`config.mk`:
```
export PLATFORM = sky130hd
export DESIGN_NAME = twm_master
export DESIGN_NICKNAME = d
export VERILOG_FILES = /design/src/twm_pkg.sv /design/src/twm_bit_engine.sv /design/src/twm_master.sv
export SDC_FILE = /design/constraint.sdc
export NUM_CORES = 1
export LEC_CHECK = 0
export CORE_MARGIN = 10
export CORE_UTILIZATION = 55
export CTS_CLUSTER_DIAMETER = 150
export CTS_CLUSTER_SIZE = 14
export DETAILED_ROUTE_END_ITERATION = 10
export DONT_BUFFER_PORTS = 1
export HOLD_SLACK_MARGIN = 0.15
export PLACE_DENSITY = 0.7
export SYNTH_ARGS = -nofsm -noshare
export SYNTH_HDL_FRONTEND = slang
export SYNTH_SLANG_ARGS = --single-unit
```
`constraint.sdc`:
```
create_clock -name sys_clk -period 2.9 [get_ports sys_clk]
set_input_delay 0.58 -clock sys_clk [delete_from_list [all_inputs] [get_ports sys_clk]]
set_output_delay 0.58 -clock sys_clk [all_outputs]
set_load 0.02 [all_outputs]
```
`src/twm_pkg.sv`:
```
// constants shared by the two-wire master controller files
package twm_pkg;
    // slave type codes in address bits 7-4
    localparam logic [3:0] MEM_TYPE_CODE = 4'ha;
    localparam logic [3:0] REG_TYPE_CODE = 4'hd;
    // highest legal register address
    localparam logic [7:0] REG_ADDR_MAX = 8'h18;
    // direction bit values in address bit 0
    localparam logic DIR_WRITE = 1'b0;
    localparam logic DIR_READ = 1'b1;
    // bus timing: quarter bit period in ns, cycles at 40 MHz (25 ns)
    localparam int QUARTER_NS = 1250;
    localparam int CLK_NS = 25;
    localparam int QUARTER_CYC = (QUARTER_NS + CLK_NS - 1) / CLK_NS;
    localparam logic [7:0] QUARTER_CNT = 8'(QUARTER_CYC);
    // bit count per byte
    localparam logic [3:0] BYTE_BITS = 4'h8;
    // command codes
    localparam logic [2:0] CMD_MEM_WRITE = 3'h0;
    localparam logic [2:0] CMD_MEM_READ = 3'h1;
    localparam logic [2:0] CMD_MEM_SEL_READ = 3'h2;
    localparam logic [2:0] CMD_REG_WRITE = 3'h3;
    localparam logic [2:0] CMD_REG_READ = 3'h4;
    localparam logic [2:0] CMD_REG_SEL_READ = 3'h5;
    // bus phases of the master sequencer
    typedef enum logic [3:0] {
        ST_IDLE = 4'h0,
        ST_START = 4'h1,
        ST_SLAVE = 4'h2,
        ST_ADDR_HI = 4'h3,
        ST_ADDR_LO = 4'h4,
        ST_WDATA = 4'h5,
        ST_RSTART = 4'h6,
        ST_RSLAVE = 4'h7,
        ST_RDATA = 4'h8,
        ST_STOP = 4'h9
    } phase_t;
endpackage

```
`src/twm_bit_engine.sv`:
```
// bit-level engine: start, stop and one byte plus acknowledge slot
`timescale 1ns/100ps
module twm_bit_engine
    import twm_pkg::*;
(
    input wire logic sys_clk,
    input wire logic srst,
    input wire logic op_start,
    input wire logic op_stop,
    input wire logic op_byte,
    input wire logic [7:0] tx_byte,
    input wire logic tx_ack_release,
    input wire logic scl_in,
    input wire logic sda_in,
    output logic scl_oe,
    output logic sda_oe,
    output logic busy,
    output logic done,
    output logic [7:0] rx_byte_r,
    output logic ack_seen_r
);
    // engine phases
    typedef enum logic [2:0] {
        E_IDLE = 3'h0,
        E_START = 3'h1,
        E_BIT = 3'h2,
        E_ACK = 3'h3,
        E_STOP = 3'h4
    } eng_t;

    eng_t st_r, st_nxt;
    logic [1:0] q_r; // quarter index inside a bit
    logic [7:0] tick_r; // quarter timer
    logic [3:0] bit_r; // bits sent in current byte
    logic [7:0] sh_r; // transmit shift register
    logic scl_oe_r, sda_oe_r;
    logic scl_s1_r, scl_s2_r, sda_s1_r, sda_s2_r; // pin synchronisers
    logic release_r; // our side lets the line go in the ack slot
    wire tick = (tick_r == QUARTER_CNT - 8'h01);
    wire last_q = tick && (q_r == 2'h3);

    assign scl_oe = scl_oe_r;
    assign sda_oe = sda_oe_r;
    assign busy = (st_r != E_IDLE);
    assign done = busy && last_q && (st_nxt == E_IDLE);

    // pins cross from outside; two flops before use
    always_ff @(posedge sys_clk) begin
        scl_s1_r <= scl_in;
        scl_s2_r <= scl_s1_r;
        sda_s1_r <= sda_in;
        sda_s2_r <= sda_s1_r;
    end

    // phase sequencing per completed bit
    always_comb begin
        st_nxt = st_r;
        case (st_r)
            E_IDLE: begin
                if (op_start) st_nxt = E_START;
                else if (op_stop) st_nxt = E_STOP;
                else if (op_byte) st_nxt = E_BIT;
            end
            E_START: if (last_q) st_nxt = E_IDLE;
            E_BIT: if (last_q && bit_r == BYTE_BITS - 4'h1) st_nxt = E_ACK;
            E_ACK: if (last_q) st_nxt = E_IDLE;
            E_STOP: if (last_q) st_nxt = E_IDLE;
            default: st_nxt = E_IDLE;
        endcase
    end

    // timer, bit counter and shift register
    always_ff @(posedge sys_clk) begin
        if (srst) begin
            st_r <= E_IDLE;
            q_r <= 2'h0;
            tick_r <= 8'h00;
            bit_r <= 4'h0;
            sh_r <= 8'h00;
            rx_byte_r <= 8'h00;
            ack_seen_r <= 1'b0;
            release_r <= 1'b0;
        end else begin
            st_r <= st_nxt;
            if (st_r == E_IDLE) begin
                q_r <= 2'h0;
                tick_r <= 8'h00;
                bit_r <= 4'h0;
                if (op_byte) begin
                    sh_r <= tx_byte;
                    release_r <= tx_ack_release;
                end
            end else begin
                tick_r <= tick ? 8'h00 : tick_r + 8'h01;
                if (tick) q_r <= q_r + 2'h1;
                // sample while clock high, msb first
                if (tick && q_r == 2'h2 && st_r == E_BIT)
                    rx_byte_r <= {rx_byte_r[6:0], sda_s2_r};
                // low in ninth slot means acknowledge
                if (tick && q_r == 2'h2 && st_r == E_ACK)
                    ack_seen_r <= ~sda_s2_r;
                if (last_q && st_r == E_BIT) begin
                    bit_r <= bit_r + 4'h1;
                    sh_r <= {sh_r[6:0], 1'b0};
                end
            end
        end
    end

    // line drive: data changes only while clock low, except at start and stop
    always_ff @(posedge sys_clk) begin
        if (srst) begin
            scl_oe_r <= 1'b0;
            sda_oe_r <= 1'b0;
        end else begin
            case (st_r)
                E_START: begin
                    // high clock then data falls, then clock low
                    scl_oe_r <= (q_r == 2'h3);
                    sda_oe_r <= (q_r >= 2'h2);
                end
                E_BIT: begin
                    scl_oe_r <= (q_r == 2'h0) || (q_r == 2'h3);
                    sda_oe_r <= ~sh_r[7];
                end
                E_ACK: begin
                    scl_oe_r <= (q_r == 2'h0) || (q_r == 2'h3);
                    // release when slave answers or on the last read byte, else drive ack
                    sda_oe_r <= ~release_r;
                end
                E_STOP: begin
                    // data low, clock rises, then data rises
                    scl_oe_r <= (q_r == 2'h0);
                    sda_oe_r <= (q_r <= 2'h1);
                end
                E_IDLE: begin
                    // hold both lines between steps: letting go here would
                    // raise the clock with data low and make a false stop
                    scl_oe_r <= scl_oe_r;
                    sda_oe_r <= sda_oe_r;
                end
                default: begin
                    scl_oe_r <= 1'b0;
                    sda_oe_r <= 1'b0;
                end
            endcase
        end
    end
endmodule // twm_bit_engine

```
`src/twm_master.sv`:
```
// two-wire bus master driving the memory and register logical devices
`timescale 1ns/100ps
// Notes on behaviour
// ninth clock acknowledges; transmitter releases data
// missing acknowledge aborts; device addressable again
// memory device type code in bits 7-4
// register device code; leaves memory untouched
// bits 2-1 match device select straps
// address bit zero: one read, zero write
// two memory address bytes, upper first
// unused high address bits sent as zero
// device increments memory address, wraps zero
// separate memory and register address latches
// reads from current address, unlimited length
// register address above 18h gets nack
// bytes eight bits, msb first, acknowledged
// memory byte commits at eighth bit
// master ends read with nack then stop
// selective read: write address, repeated start
// device drives read data next clock
// register reads auto-increment like memory
// every write supplies an address first
// register address top three bits zero
// data sampled high, stable while clock high
// master never acknowledges the last byte
// start aborts anything in progress
// stop aborts pending operation
// supply trip aborts; new start needed
// register address wraps past highest
module twm_master
    import twm_pkg::*;
(
    input wire logic sys_clk,
    input wire logic srst,
    input wire logic cmd_valid,
    output logic cmd_ready,
    input wire logic [2:0] cmd_op,
    input wire logic [1:0] cmd_sel,
    input wire logic [15:0] cmd_addr,
    input wire logic [15:0] cmd_len,
    output logic wr_ready,
    input wire logic [7:0] wr_data,
    output logic rd_valid,
    output logic [7:0] rd_data,
    output logic done,
    output logic nack_err,
    input wire logic scl_in,
    input wire logic sda_in,
    output logic scl_out,
    output logic scl_oe,
    output logic sda_out,
    output logic sda_oe
);
    // how the pieces fit together:
    // - this module owns the transaction order: start, slave byte,
    //   address bytes, data bytes or repeated start, then stop
    // - the bit engine below owns the line timing inside one step
    // - one engine step is requested per phase; issued_r blocks a
    //   second request until the engine reports the step done
    // - a missing acknowledge anywhere except in read data sends the
    //   sequencer straight to stop and raises nack_err
    // - read data is acknowledged byte by byte except the final one,
    //   which is left unacknowledged so the device lets the bus go
    //
    // limitations a user must know:
    // - no clock stretching: a slave holding the clock low is not
    //   waited for, so only devices that never stretch may be used
    // - register addresses are cut to five bits before sending; the
    //   top three bits of the register address byte always go as zero
    // - a length of zero is taken as one byte, since every read must
    //   end on an unacknowledged byte and every write needs data
    // - the memory address is always sent as two bytes; the device
    //   drops whatever bits its density does not use
    //
    // trade-off: the bus runs at the slow legacy rate so that every device on
    // the bus copes, at the cost of a longer count in the quarter-bit timer

    // sequencer state
    phase_t ph_r, ph_nxt;
    logic [2:0] op_r; // latched command
    logic [1:0] sel_r; // device select straps to address
    logic [15:0] addr_r; // start address
    logic [15:0] left_r; // bytes remaining
    logic issued_r; // engine request already given in this phase
    logic done_r, nack_r, rd_valid_r;
    logic [7:0] rd_data_r;
    logic e_start, e_stop, e_byte, e_busy, e_done, e_ack, e_rel;
    logic [7:0] e_tx, e_rx;

    // open-drain: outputs only ever pull low
    assign scl_out = 1'b0;
    assign sda_out = 1'b0;
    assign done = done_r;
    assign nack_err = nack_r;
    assign rd_valid = rd_valid_r;
    assign rd_data = rd_data_r;
    assign cmd_ready = (ph_r == ST_IDLE);

    // build a slave address byte
    function automatic logic [7:0] slave_byte(input logic [2:0] op, input logic [1:0] sel, input logic dir);
        logic [3:0] code;
        code = (op >= CMD_REG_WRITE) ? REG_TYPE_CODE : MEM_TYPE_CODE;
        return {code, 1'b0, sel, dir};
    endfunction

    wire is_reg = (op_r >= CMD_REG_WRITE);
    wire is_cur_read = (op_r == CMD_MEM_READ) || (op_r == CMD_REG_READ);
    wire is_write = (op_r == CMD_MEM_WRITE) || (op_r == CMD_REG_WRITE);
    wire last_byte = (left_r == 16'h0001);
    wire rdata = (ph_r == ST_RDATA);
    wire need_byte = (ph_r == ST_WDATA);

    // byte to place on the bus in each phase
    assign e_tx = (ph_r == ST_SLAVE) ? slave_byte(op_r, sel_r, is_cur_read ? DIR_READ : DIR_WRITE) :
                  (ph_r == ST_RSLAVE) ? slave_byte(op_r, sel_r, DIR_READ) :
                  (ph_r == ST_ADDR_HI) ? addr_r[15:8] : // upper byte first
                  (ph_r == ST_ADDR_LO) ? addr_r[7:0] :
                  (ph_r == ST_WDATA) ? wr_data : 8'hff; // ones release the line for read data
    // on read data: ack all but the last byte
    assign e_rel = rdata ? last_byte : 1'b1;
    assign e_start = !issued_r && ((ph_r == ST_START) || (ph_r == ST_RSTART));
    assign e_stop = !issued_r && (ph_r == ST_STOP);
    assign e_byte = !issued_r && !e_start && !e_stop && (ph_r != ST_IDLE);
    assign wr_ready = need_byte && e_byte && !e_busy;

    twm_bit_engine u_eng (
        .sys_clk(sys_clk),
        .srst(srst),
        .op_start(e_start),
        .op_stop(e_stop),
        .op_byte(e_byte),
        .tx_byte(e_tx),
        .tx_ack_release(e_rel),
        .scl_in(scl_in),
        .sda_in(sda_in),
        .scl_oe(scl_oe),
        .sda_oe(sda_oe),
        .busy(e_busy),
        .done(e_done),
        .rx_byte_r(e_rx),
        .ack_seen_r(e_ack)
    );

    // ack as sampled at the end of the slot's third quarter, clock high, a quarter before done
    wire acked = e_ack;

    // phase sequencing on each finished engine step
    always_comb begin
        ph_nxt = ph_r;
        case (ph_r)
            ST_IDLE: if (cmd_valid) ph_nxt = ST_START;
            // every write and selective read sends an address
            ST_START: if (e_done) ph_nxt = ST_SLAVE;
            ST_SLAVE: if (e_done) begin
                if (!acked) ph_nxt = ST_STOP; // not answered: give up
                else if (is_cur_read) ph_nxt = ST_RDATA; // current address read
                else if (is_reg) ph_nxt = ST_ADDR_LO; // single register address byte
                else ph_nxt = ST_ADDR_HI;
            end
            ST_ADDR_HI: if (e_done) ph_nxt = acked ? ST_ADDR_LO : ST_STOP;
            ST_ADDR_LO: if (e_done) begin
                // illegal register address shows as nack
                if (!acked) ph_nxt = ST_STOP;
                else if (is_write) ph_nxt = ST_WDATA;
                else ph_nxt = ST_RSTART; // repeated start abandons the write
            end
            ST_WDATA: if (e_done) ph_nxt = (!acked || last_byte) ? ST_STOP : ST_WDATA;
            ST_RSTART: if (e_done) ph_nxt = ST_RSLAVE;
            ST_RSLAVE: if (e_done) ph_nxt = acked ? ST_RDATA : ST_STOP;
            ST_RDATA: if (e_done) ph_nxt = last_byte ? ST_STOP : ST_RDATA; // nack then stop
            ST_STOP: if (e_done) ph_nxt = ST_IDLE;
            default: ph_nxt = ST_IDLE;
        endcase
    end

    // command latch and engine handshake
    // the byte counter only moves on data bytes, never on address
    // bytes, so the count the user asked for is what travels, a zero count going as one byte, unless a nack ends it first
    always_ff @(posedge sys_clk) begin
        if (srst) begin
            ph_r <= ST_IDLE;
            op_r <= CMD_MEM_WRITE;
            sel_r <= 2'h0;
            addr_r <= 16'h0000;
            left_r <= 16'h0000;
            issued_r <= 1'b0;
        end else begin
            ph_r <= ph_nxt;
            if (ph_r == ST_IDLE && cmd_valid) begin
                op_r <= cmd_op;
                sel_r <= cmd_sel;
                // register address upper bits kept zero
                addr_r <= (cmd_op >= CMD_REG_WRITE) ? {8'h00, 3'h0, cmd_addr[4:0]} : cmd_addr;
                left_r <= (cmd_len == 16'h0000) ? 16'h0001 : cmd_len;
            end
            if (e_done) issued_r <= 1'b0;
            else if (e_start || e_stop || e_byte) issued_r <= 1'b1;
            if (e_done && (rdata || need_byte) && left_r != 16'h0000)
                left_r <= left_r - 16'h0001;
        end
    end

    // results: read byte and completion pulses, error level
    // nack_err is a level so the user may look at it after done;
    // it clears only when the next command is taken
    always_ff @(posedge sys_clk) begin
        if (srst) begin
            rd_valid_r <= 1'b0;
            rd_data_r <= 8'h00;
            done_r <= 1'b0;
            nack_r <= 1'b0;
        end else begin
            rd_valid_r <= e_done && rdata;
            if (e_done && rdata) rd_data_r <= e_rx;
            done_r <= e_done && (ph_r == ST_STOP);
            if (ph_r == ST_IDLE && cmd_valid) nack_r <= 1'b0;
            else if (e_done && !acked && !rdata && ph_r != ST_START && ph_r != ST_RSTART && ph_r != ST_STOP)
                nack_r <= 1'b1;
        end
    end
endmodule // twm_master

```
==> flow_metrics.py, run 1 <==
metrics = {
    "outcome": {
        "status": "completed",
    },
    "pwr": {
        "clkPwrFrac_pct": 20.0,
        "pwr-share-seq_pct": 37.6,
        "power.share.switching_pct": 42.1,
        "p_int_mw": 2.68,
        "combPwrFrac_pct": 42.4,
        "p_sw_mw": 1.95,
        "power.density_mw_per_mm2": 936,
        "ir_worst_vdd_uv": 325,
        "leakage_nw": 1.76,
    },
    "setup_path": {
        "path_max_fanout": 14,
        "worstSetupStartpointType": "register",
        "crit_path_max_incr_delay_ns": 0.60,
        "critPathSlowestCell": "or3_1",
        "worst_setup_path_end_kind": "primary output",
        "worstPathArrival_ns": 2.11,
        "crit_type": "reg -> out",
        "cp.required_ns": 2.32,
        "crit_path_cell_trace": "or3_1 -> a21oi_1 -> nand2_1 -> nor2_2",
    },
    "place": {
        "io_buffers": 0,
        "gp_congestion": 0.808,
        "post-dp-hpwl_mm": 7.97,
        "dp.cells": 622,
    },
    "drt": {
        "wirelength_mm": 11.1,
        "detail_route.wl_per_cell_um": 17.4,
        "vias": 4006,
        "antenna_left": 0,
        "viasPerCell": 6.28,
        "drt-initial-drc-count": 318,
        "drcViolationCount": 0,
        "firstDrtPassIters": 5,
    },
    "global_routing": {
        "gr-total-overflow": 0,
        "grt_max_degree": 66,
        "grt_pass1_wl_mm": 18.3,
        "grt.total_usage_pct": 16.9,
        "grt_antenna_before_repair": 0,
        "grt_pass1_vias": 3773,
    },
    "logic_synthesis": {
        "avgSynthCellArea_um2": 8.62,
        "synthArstFlopShare_pct": 0,
        "synth_edf_count": 0,
        "synth_cell_types": 74,
        "syn_inst": 548,
        "synthFlopType": "dfxtp_1",
        "synth_area_mm2": 0.00472,
        "ys_seq_elements": 92,
        "ys_seq_area_share_pct": 39.0,
        "synth_warnings": 0,
    },
    "timing": {
        "finClkSkew_ns": 0.0151,
        "fin_hold_ws_ns": 0.239,
        "finalCriticalPeriod_ns": 2.69,
        "rsz0062_at_grt": "no",
        "relSlewSlack_pct": 50.7,
        "setup_violations": 0,
        "post-route-period-util_pct": 92.6,
        "fmax_mhz": 372,
        "drv_slew": 0,
        "finalHoldViolations": 0,
        "worst_slew_pin_slew_ns": 0.736,
        "setup_tns_ns": 0,
    },
    "clock_tree": {
        "clockRootBuffer": "clkbuf_8",
        "cts_tree": "yes",
        "ctsLongestPathBuffers": 2,
        "numCtsBuffers": 9,
        "hold_buffers": 0,
        "cts_sinks": 92,
        "htree_levels": 3,
        "clk_pin_slew_worst_paths_ns": 0.09,
        "insertion_delay_ns": 0.37,
    },
    "final_layout": {
        "stdcell_count": 638,
        "synthToLayoutAreaGrowth_pct": 4.74,
        "drive_above_1_share_pct": 10.5,
        "nets": 587,
        "num_antenna_cells": 0,
    },
    "floorplan": {
        "die_area_mm2": 0.0127,
        "core_area_mm2": 0.00830,
        "die_h_um": 113,
        "start_util_pct": 56.9,
        "io_pins": 67,
        "die_w_um": 113,
        "rows": 33,
    },
    "hold_path": {
        "min_path_type": "in -> reg",
    },
    "flow_run": {
        "maxCapViolCount": 0,
    },
}
==> sequential cells by signal, indices dropped and copies added (netlist names) <==
signal and cells:
op_r 3, rd_data 8, u_eng.st_r 3, nack_err 1, u_eng.q_r 2, rd_valid 1
u_eng.scl_oe 1, u_eng.release_r 1, u_eng.sda_s1_r 1, done 1, issued_r 1, u_eng.sda_oe 1
sel_r 2, u_eng.sh_r 8, u_eng.sda_s2_r 1, u_eng.rx_byte_r 8, u_eng.ack_seen_r 1, left_r 16
u_eng.tick_r 8, u_eng.bit_r 4, ph_r 4, addr_r 16
==> stage by stage <==
stage,total power [mW],cell area [um^2],setup WS [ns],util [%]
floorplan,3.31,4730,0.751,-
global placement,3.65,4730,0.518,57.0
detailed placement,3.70,4730,0.474,57.0
CTS,4.63,4950,0.0925,59.6
global route,4.97,4950,0.0359,59.6
finish,4.63,4950,0.213,59.6
==> what timing repair did <==
action	4_1_cts	5_1_grt
setup endpoints to repair	0	1
gates resized for setup	0	1
buffers inserted	0	0
==> power by group through the flow <==
| stage | Combinational [mW] | Clock (mW) | Sequential (mW) |
|---|---|---|---|
| 5_1_grt | 2.20 | 1.00 | 1.77 |
| 2_1_floorplan | 1.66 | 0 | 1.66 |
| 3_5_place_dp | 1.93 | 0 | 1.76 |
| 6_report | 1.96 | 0.928 | 1.74 |
| 4_1_cts | 1.94 | 0.949 | 1.74 |
| 3_3_place_gp | 1.90 | 0 | 1.75 |
==> layout by cell type, fill, tap and decap left out, types with 4 or more instances in the layout <==
cell type,instances
a21oi_1,41
or2_2,5
nand2_1,51
xor2_1,8
a22o_1,11
dfxtp_1,92
a211oi_1,12
nor2b_1,7
o21ai_0,8
nor3_1,12
a22oi_1,4
nand2b_1,6
nor2_1,66
a31oi_1,6
inv_1,14
mux2_2,5
xnor2_1,6
clkbuf_8,9
o211ai_1,4
o32ai_1,5
a311oi_1,5
a32oi_1,6
nor4_1,11
o22ai_1,6
nand3_1,9
buf_4,10
ha_1,9
or3_1,5
mux2i_1,22
==> final timing paths <==
| kind | start | end | slack, ns | cells after the start |
|---|---|---|---|---|
| max | u_eng.st_r[2] | wr_ready | 0.21 | 4 |
| min | sda_in | u_eng.sda_s1_r | 0.24 | 0 |
| max reg2reg | u_eng.q_r[1] | left_r[14] | 0.45 | 7 |
| min reg2reg | u_eng.sda_s1_r | u_eng.sda_s2_r | 0.33 | 0 |
==> cell usage after synthesis (all sizes together) (4+ instances only) <==
cell,instances,share of area (%)
a211oi,13,2.3
a21oi,43,4.7
a22o,11,2.0
a22oi,4,0.64
a311oi,5,0.93
a31oi,6,0.79
a32oi,6,1.1
buf,21,2.7
clkbuf,21,1.7
dfxtp,92,39
ha,9,2.4
inv,14,1.1
mux2,5,1.2
mux2i,22,4.7
nand2,51,4.1
nand2b,6,0.79
nand3,10,1.2
nand4,4,0.66
nor2,68,5.6
nor2b,7,0.93
nor3,15,2.0
nor4,12,1.9
o211ai,4,0.64
o21ai,9,0.95
o22ai,6,0.79
o32ai,5,0.93
or2,5,0.66
or3,5,0.66
xnor2,6,1.1
xor2,8,1.5
==> per-layer routing <==
metal  wire length [um]  track usage [%]  up-vias  part of all wire (%)
met2               5040             26.4      135                    45
li1                   -                -     1964                     -
met3                877             5.06       12                   7.9
met4                103             4.40        0                  0.93
met1               5090             22.1     1895                    46
met5                  0                0        -                     0
==> kinds of logic after synthesis <==
kind of cell | after synthesis | share of synthesized area (%)
AND/OR/NAND/NOR | 203 | 22.3
AO/OA/AOI/OAI | 144 | 22.1
XOR/XNOR | 14 | 2.60
adder cells (fa/ha/maj) | 10 | 2.60
other | 1 | 0.0794
buffers and inverters | 57 | 5.56
flip-flops | 92 | 39.0
multiplexers | 27 | 5.85
==> critical path: cells and delay by family (launching register included) <==
family / cells / cell delay, ns
flip-flops: 1 / 0.45
AO/OA/AOI/OAI: 1 / 0.27
AND/OR/NAND/NOR: 3 / 1.01
==> cell type report <==
type                       count  area [um^2]
fill                         758         3350
clock buffer                   9          124
multi-input combinational    400         2630
tap                          105          131
timing repair buffer          10         75.1
sequential                    92         1840
inverter                      15         56.3
clock inverter                 7         93.8
(Power assumes the default switching activity.)
==> run 2: changes to the inputs <==
Settings changed: REMOVE_ABC_BUFFERS set to 1, SLEW_MARGIN set to 10.
==> flow_metrics.py, run 2 (synthesis results as in run 1) <==
metrics = {
    "outcome": {
        "status": "completed",
    },
    "floorplan": {
        "die_h_um": 113,
        "core_area_mm2": 0.00830,
        "io_pins": 67,
        "rows": 33,
        "die_w_um": 113,
        "start_util_pct": 56.9,
        "die_area_mm2": 0.0127,
    },
    "place": {
        "dp_slack_ns": 0.476,
        "gp_congestion": 0.871,
        "post-dp-hpwl_mm": 8.27,
        "io_buffers": 0,
    },
    "timing": {
        "worst_slew_pin_slew_ns": 0.728,
        "post-route-period-util_pct": 93.8,
        "fmax_mhz": 368,
        "relSlewSlack_pct": 51.3,
        "rsz0062_at_grt": "no",
        "fin_ws_ns": 0.181,
        "drv_slew": 0,
        "finalHoldViolations": 0,
        "finalCriticalPeriod_ns": 2.72,
        "setup_tns_ns": 0,
        "setup_violations": 0,
        "finClkSkew_ns": 0.0122,
    },
    "drt": {
        "antenna_left": 0,
        "viasPerCell": 6.21,
        "wirelength_mm": 11.6,
        "top_layer_used": "met4",
        "dr_wl_met2_mm": 5.39,
        "drt-initial-drc-count": 391,
        "drt-met1-wl_mm": 5.24,
        "vias": 3979,
        "firstDrtPassIters": 5,
        "drcViolationCount": 0,
        "detail_route.wl_per_cell_um": 18.0,
        "wl_met3_um": 830,
    },
    "setup_path": {
        "cp.required_ns": 2.32,
        "critPathSlowestCell": "or3_1",
        "crit_path_cell_trace": "or3_1 -> a21oi_1 -> nand2_1 -> nor2_2",
        "reg2reg_to": "left_r[14]",
        "r2r_start": "u_eng.q_r[1]",
        "crit_path_max_incr_delay_ns": 0.61,
        "worstSetupStartpointType": "register",
        "cpLargestDelayFamily": "simple AND/OR/NAND/NOR gates",
        "cp_num_buf_inv": 0,
        "reg2reg_slack_ns": 0.43,
        "ff2ff_path_depth": 7,
        "path_max_fanout": 14,
        "worst_setup_path_end_kind": "primary output",
        "worstPathArrival_ns": 2.14,
        "crit_type": "reg -> out",
    },
    "hold_path": {
        "min_path_cells": 0,
        "hold_end": "u_eng.sda_s1_r",
        "min_path_type": "in -> reg",
        "hp-start": "sda_in",
    },
    "clock_tree": {
        "cts_tree": "yes",
        "insertion_delay_ns": 0.37,
        "cts_setup_buffers": 0,
        "cts_sinks": 92,
        "htree_levels": 3,
        "clockRootBuffer": "clkbuf_8",
        "numCtsBuffers": 9,
        "ctsLongestPathBuffers": 2,
        "clk_pin_slew_worst_paths_ns": 0.09,
    },
    "global_routing": {
        "gr-total-overflow": 0,
        "grt_pass1_vias": 3866,
        "grt_max_degree": 66,
        "grt.total_usage_pct": 17.9,
        "grt_antenna_before_repair": 0,
        "grt_pass1_wl_mm": 19.1,
    },
    "final_layout": {
        "final_common_cell": "dfxtp_1",
        "top_regs": "addr_r (16), left_r (16)",
        "nets": 590,
        "num_antenna_cells": 0,
        "final_cell_mix": "92 x dfxtp_1, 66 x nor2_1, 51 x nand2_1",
        "synthToLayoutAreaGrowth_pct": 5.30,
        "drive_above_1_share_pct": 10.8,
    },
    "pwr": {
        "power.density_mw_per_mm2": 947,
        "leakage_nw": 1.78,
        "ir_worst_vdd_uv": 377,
    },
    "flow_run": {
        "maxCapViolCount": 0,
    },
}
## run 2: changes by cell type in the layout (fill, tap and decap cells not counted), sizes merged
cell | previous run | this run
buf | 10 | 13
clkbuf | 9 | 10
bufinv | 1 | 2
inv | 17 | 16
clkinv | 3 | 2
## run 2: cell type report
| type | count | area (um^2) |
|---|---|---|
| fill | 771 | 3320 |
| multi-input combinational | 400 | 2630 |
| sequential | 92 | 1840 |
| tap | 105 | 131 |
| clock buffer | 10 | 128 |
| timing repair buffer | 13 | 97.6 |
| clock inverter | 6 | 93.8 |
| inverter | 15 | 56.3 |
## run 2: per-stage QoR
step | cells | power (mW) | util [%] | area (um^2) | hold slack, ns
after CTS | 641 | 4.70 | 59.9 | 4970 | 0.226
after detailed placement | 625 | 3.73 | 57.2 | 4750 | 0.326
final | 641 | 4.71 | 59.9 | 4970 | 0.235
after floorplan | 507 | 3.19 | - | 4520 | 0.310
after global placement | 625 | 3.68 | 57.2 | 4750 | 0.324
after global routing | 641 | 5.05 | 59.9 | 4970 | 0.210
## run 2: what timing repair did
item,CTS,global route
resized for setup,0,1
setup endpoints to repair,0,1
hold buffers,0,0
## run 2: how the worst max path moves through the flow
stage | from | to | slack, ns | cells after the start
final | u_eng.st_r[2] | wr_ready | 0.18 | 4
after global routing | u_eng.st_r[2] | wr_ready | 0.06 | 4
after CTS | u_eng.st_r[2] | wr_ready | 0.08 | 4
after detailed placement | u_eng.q_r[1] | left_r[14] | 0.48 | 7
after global placement | u_eng.st_r[2] | wr_ready | 0.53 | 4
after floorplan | ph_r[3] | left_r[5] | 0.44 | 5
## run 2: routing by layer
layer	vias up	track usage [%]
li1	1964	-
met1	1886	22.7
met2	119	28.1
met3	10	6.44
met4	0	4.48
met5	-	0
## run 2: where the power goes
part | switching, mW | internal, mW
Sequential | 0.251 | 1.49
Combinational | 1.21 | 0.792
Clock | 0.470 | 0.493
Total | 1.93 | 2.78
==> run 3: changes to the inputs <==
Settings changed: SYNTH_HIERARCHICAL set to 1.
==> flow_metrics.py, run 3 <==
metrics = {
    "drt": {
        "drcViolationCount": 0,
        "detail_route.wl_per_cell_um": 17.0,
        "firstDrtPassIters": 5,
        "viasPerCell": 6.21,
        "drt-initial-drc-count": 259,
        "antenna_left": 0,
        "vias": 4147,
        "wirelength_mm": 11.4,
    },
    "global_routing": {
        "grt_pass1_vias": 3913,
        "gr-total-overflow": 0,
        "grt_pass1_wl_mm": 18.7,
        "grt_max_degree": 67,
        "grt.total_usage_pct": 17.3,
        "grt_antenna_before_repair": 0,
    },
    "timing": {
        "finalCriticalPeriod_ns": 2.64,
        "setup_violations": 0,
        "relSlewSlack_pct": 47.7,
        "worst_slew_pin_slew_ns": 0.777,
        "fmax_mhz": 379,
        "finClkSkew_ns": 0.00500,
        "drv_slew": 0,
        "fin_ws_ns": 0.259,
        "post-route-period-util_pct": 91.1,
        "finalHoldViolations": 0,
        "rsz0062_at_grt": "no",
    },
    "floorplan": {
        "io_pins": 67,
        "core_area_mm2": 0.00830,
        "die_h_um": 113,
        "start_util_pct": 56.9,
        "die_area_mm2": 0.0127,
        "die_w_um": 113,
        "rows": 33,
    },
    "place": {
        "dp_slack_ns": 0.250,
        "io_buffers": 0,
        "post-dp-hpwl_mm": 8.04,
        "gp_congestion": 0.855,
    },
    "setup_path": {
        "reg2reg_slack_ns": 0.26,
        "path_max_fanout": 7,
        "worstPathArrival_ns": 2.93,
        "worstSetupStartpoint": "u_eng/q_r[1]",
        "worstSetupStartpointType": "register",
        "worst_setup_path_end_kind": "register",
        "r2r_start": "u_eng/q_r[1]",
        "cp.required_ns": 3.19,
        "crit_type": "reg -> reg",
    },
    "final_layout": {
        "nets": 618,
        "num_antenna_cells": 0,
        "final_cell_mix": "92 x dfxtp_1, 63 x nand2_1, 50 x a21oi_1",
        "top_regs": "addr_r (16), left_r (16)",
        "final_common_cell": "dfxtp_1",
        "drive_above_1_share_pct": 10.1,
        "synthToLayoutAreaGrowth_pct": 7.13,
        "final_util_pct": 60.9,
    },
    "logic_synthesis": {
        "synth_warnings": 6,
        "synthArstFlopShare_pct": 0,
        "synth_cell_types": 68,
        "synthFlopType": "dfxtp_1",
        "synth_area_mm2": 0.00472,
        "ys_seq_elements": 92,
        "syn_inst": 569,
        "synth_common_cells": "92 x dfxtp_1, 64 x nand2_1, 50 x a21oi_1",
        "synthTopCellsByArea": "dfxtp_1 39%, a21oi_1 5.3%, nand2_1 5.1%",
        "synth_top_area_share_pct": 39.0,
        "avgSynthCellArea_um2": 8.29,
        "yosysMostFrequentCell": "dfxtp_1",
        "synth_edf_count": 0,
        "ys_seq_area_share_pct": 39.0,
        "yosys.area.top_type": "dfxtp_1",
    },
    "clock_tree": {
        "insertion_delay_ns": 0.36,
        "cts_setup_buffers": 0,
        "cts.repair.resized": 0,
        "numCtsBuffers": 9,
        "cts_tree": "yes",
        "hold_buffers": 0,
        "cts_sinks": 92,
        "htree_levels": 3,
        "clockRootBuffer": "clkbuf_8",
        "ctsLongestPathBuffers": 2,
        "clk_pin_slew_worst_paths_ns": 0.09,
    },
    "hold_path": {
        "min_path_type": "in -> reg",
        "hp-start": "sda_in",
    },
    "pwr": {
        "leakage_nw": 1.82,
        "ir_worst_vdd_uv": 291,
        "fin_total_pwr_mw": 3.13,
        "power.density_mw_per_mm2": 619,
    },
    "flow_run": {
        "maxCapViolCount": 0,
    },
    "outcome": {
        "status": "completed",
    },
}
[run 3: cell count changes after synthesis, sizes merged, moves of 5 or more]
| cell | before | now |
|---|---|---|
| nand3 | 10 | 27 |
| o32ai | 5 | 0 |
| buf | 21 | 16 |
| a31oi | 6 | 14 |
| nand4 | 4 | 9 |
| mux2 | 5 | 0 |
| a21oi | 43 | 50 |
| nor2 | 68 | 45 |
| nand2 | 51 | 65 |
| or3 | 5 | 10 |
| o21ai | 9 | 25 |
[run 3: through the flow]
step	instance area, um^2	hold WS (ns)	std cells	TNS (ns)
after floorplan	4540	0.310	530	-2.65
after global placement	4810	0.313	652	0
after detailed placement	4810	0.319	652	0
after CTS	5050	0.226	668	0
after global routing	5060	0.215	668	0
final	5060	0.240	668	0
[run 3: where the power goes]
part | switching (mW) | internal, mW | total (mW)
registers | 0.0968 | 1.35 | 1.45
logic | 0.386 | 0.245 | 0.631
clock network | 0.470 | 0.579 | 1.05
total | 0.952 | 2.18 | 3.13
[run 3: final timing paths]
path	endpoint	depth (start not counted)
worst min register to register	u_eng/sda_s2_r	0
worst max-delay path	left_r[8]	8
worst min-delay path	u_eng/sda_s1_r	0
worst max register to register	left_r[8]	8
[run 3: layer usage]
metal	global-route usage [%]	routed length, um	share of wire (%)	up-vias
met1	21.9	4940	43	1961
met5	0	0	0	-
li1	-	-	-	2042
met3	4.95	795	7.0	14
met4	4.91	138	1.2	0
met2	27.8	5490	48	130
[run 3: final cells by class]
type,instances,area (um^2)
sequential,92,1840
clock inverter,7,121
fill,756,3240
multi-input combinational,424,2660
inverter,14,52.6
clock buffer,9,124
tap,105,131
timing repair buffer,17,128
[run 3: cells by family after synthesis]
| logic type | count (synthesis) | synth area share, % |
|---|---|---|
| multiplexers | 18 | 3.82 |
| other | 1 | 0.0795 |
| buffers and inverters | 54 | 4.93 |
| flip-flops | 92 | 39.0 |
| AND/OR/NAND/NOR | 230 | 25.4 |
| adder cells (fa/ha/maj) | 10 | 2.65 |
| XOR/XNOR | 11 | 2.04 |
| AO/OA/AOI/OAI | 153 | 22.1 |
[run 3: worst max-delay path: stages, from the launching register on]
cell      delay [ns]
dfxtp_1         0.46
ha_1            0.28
nor4b_4         0.24
and3_1          0.23
inv_1           0.13
a211oi_4        0.36
nand3_1         0.26
or4_1           0.46
a31oi_1         0.16
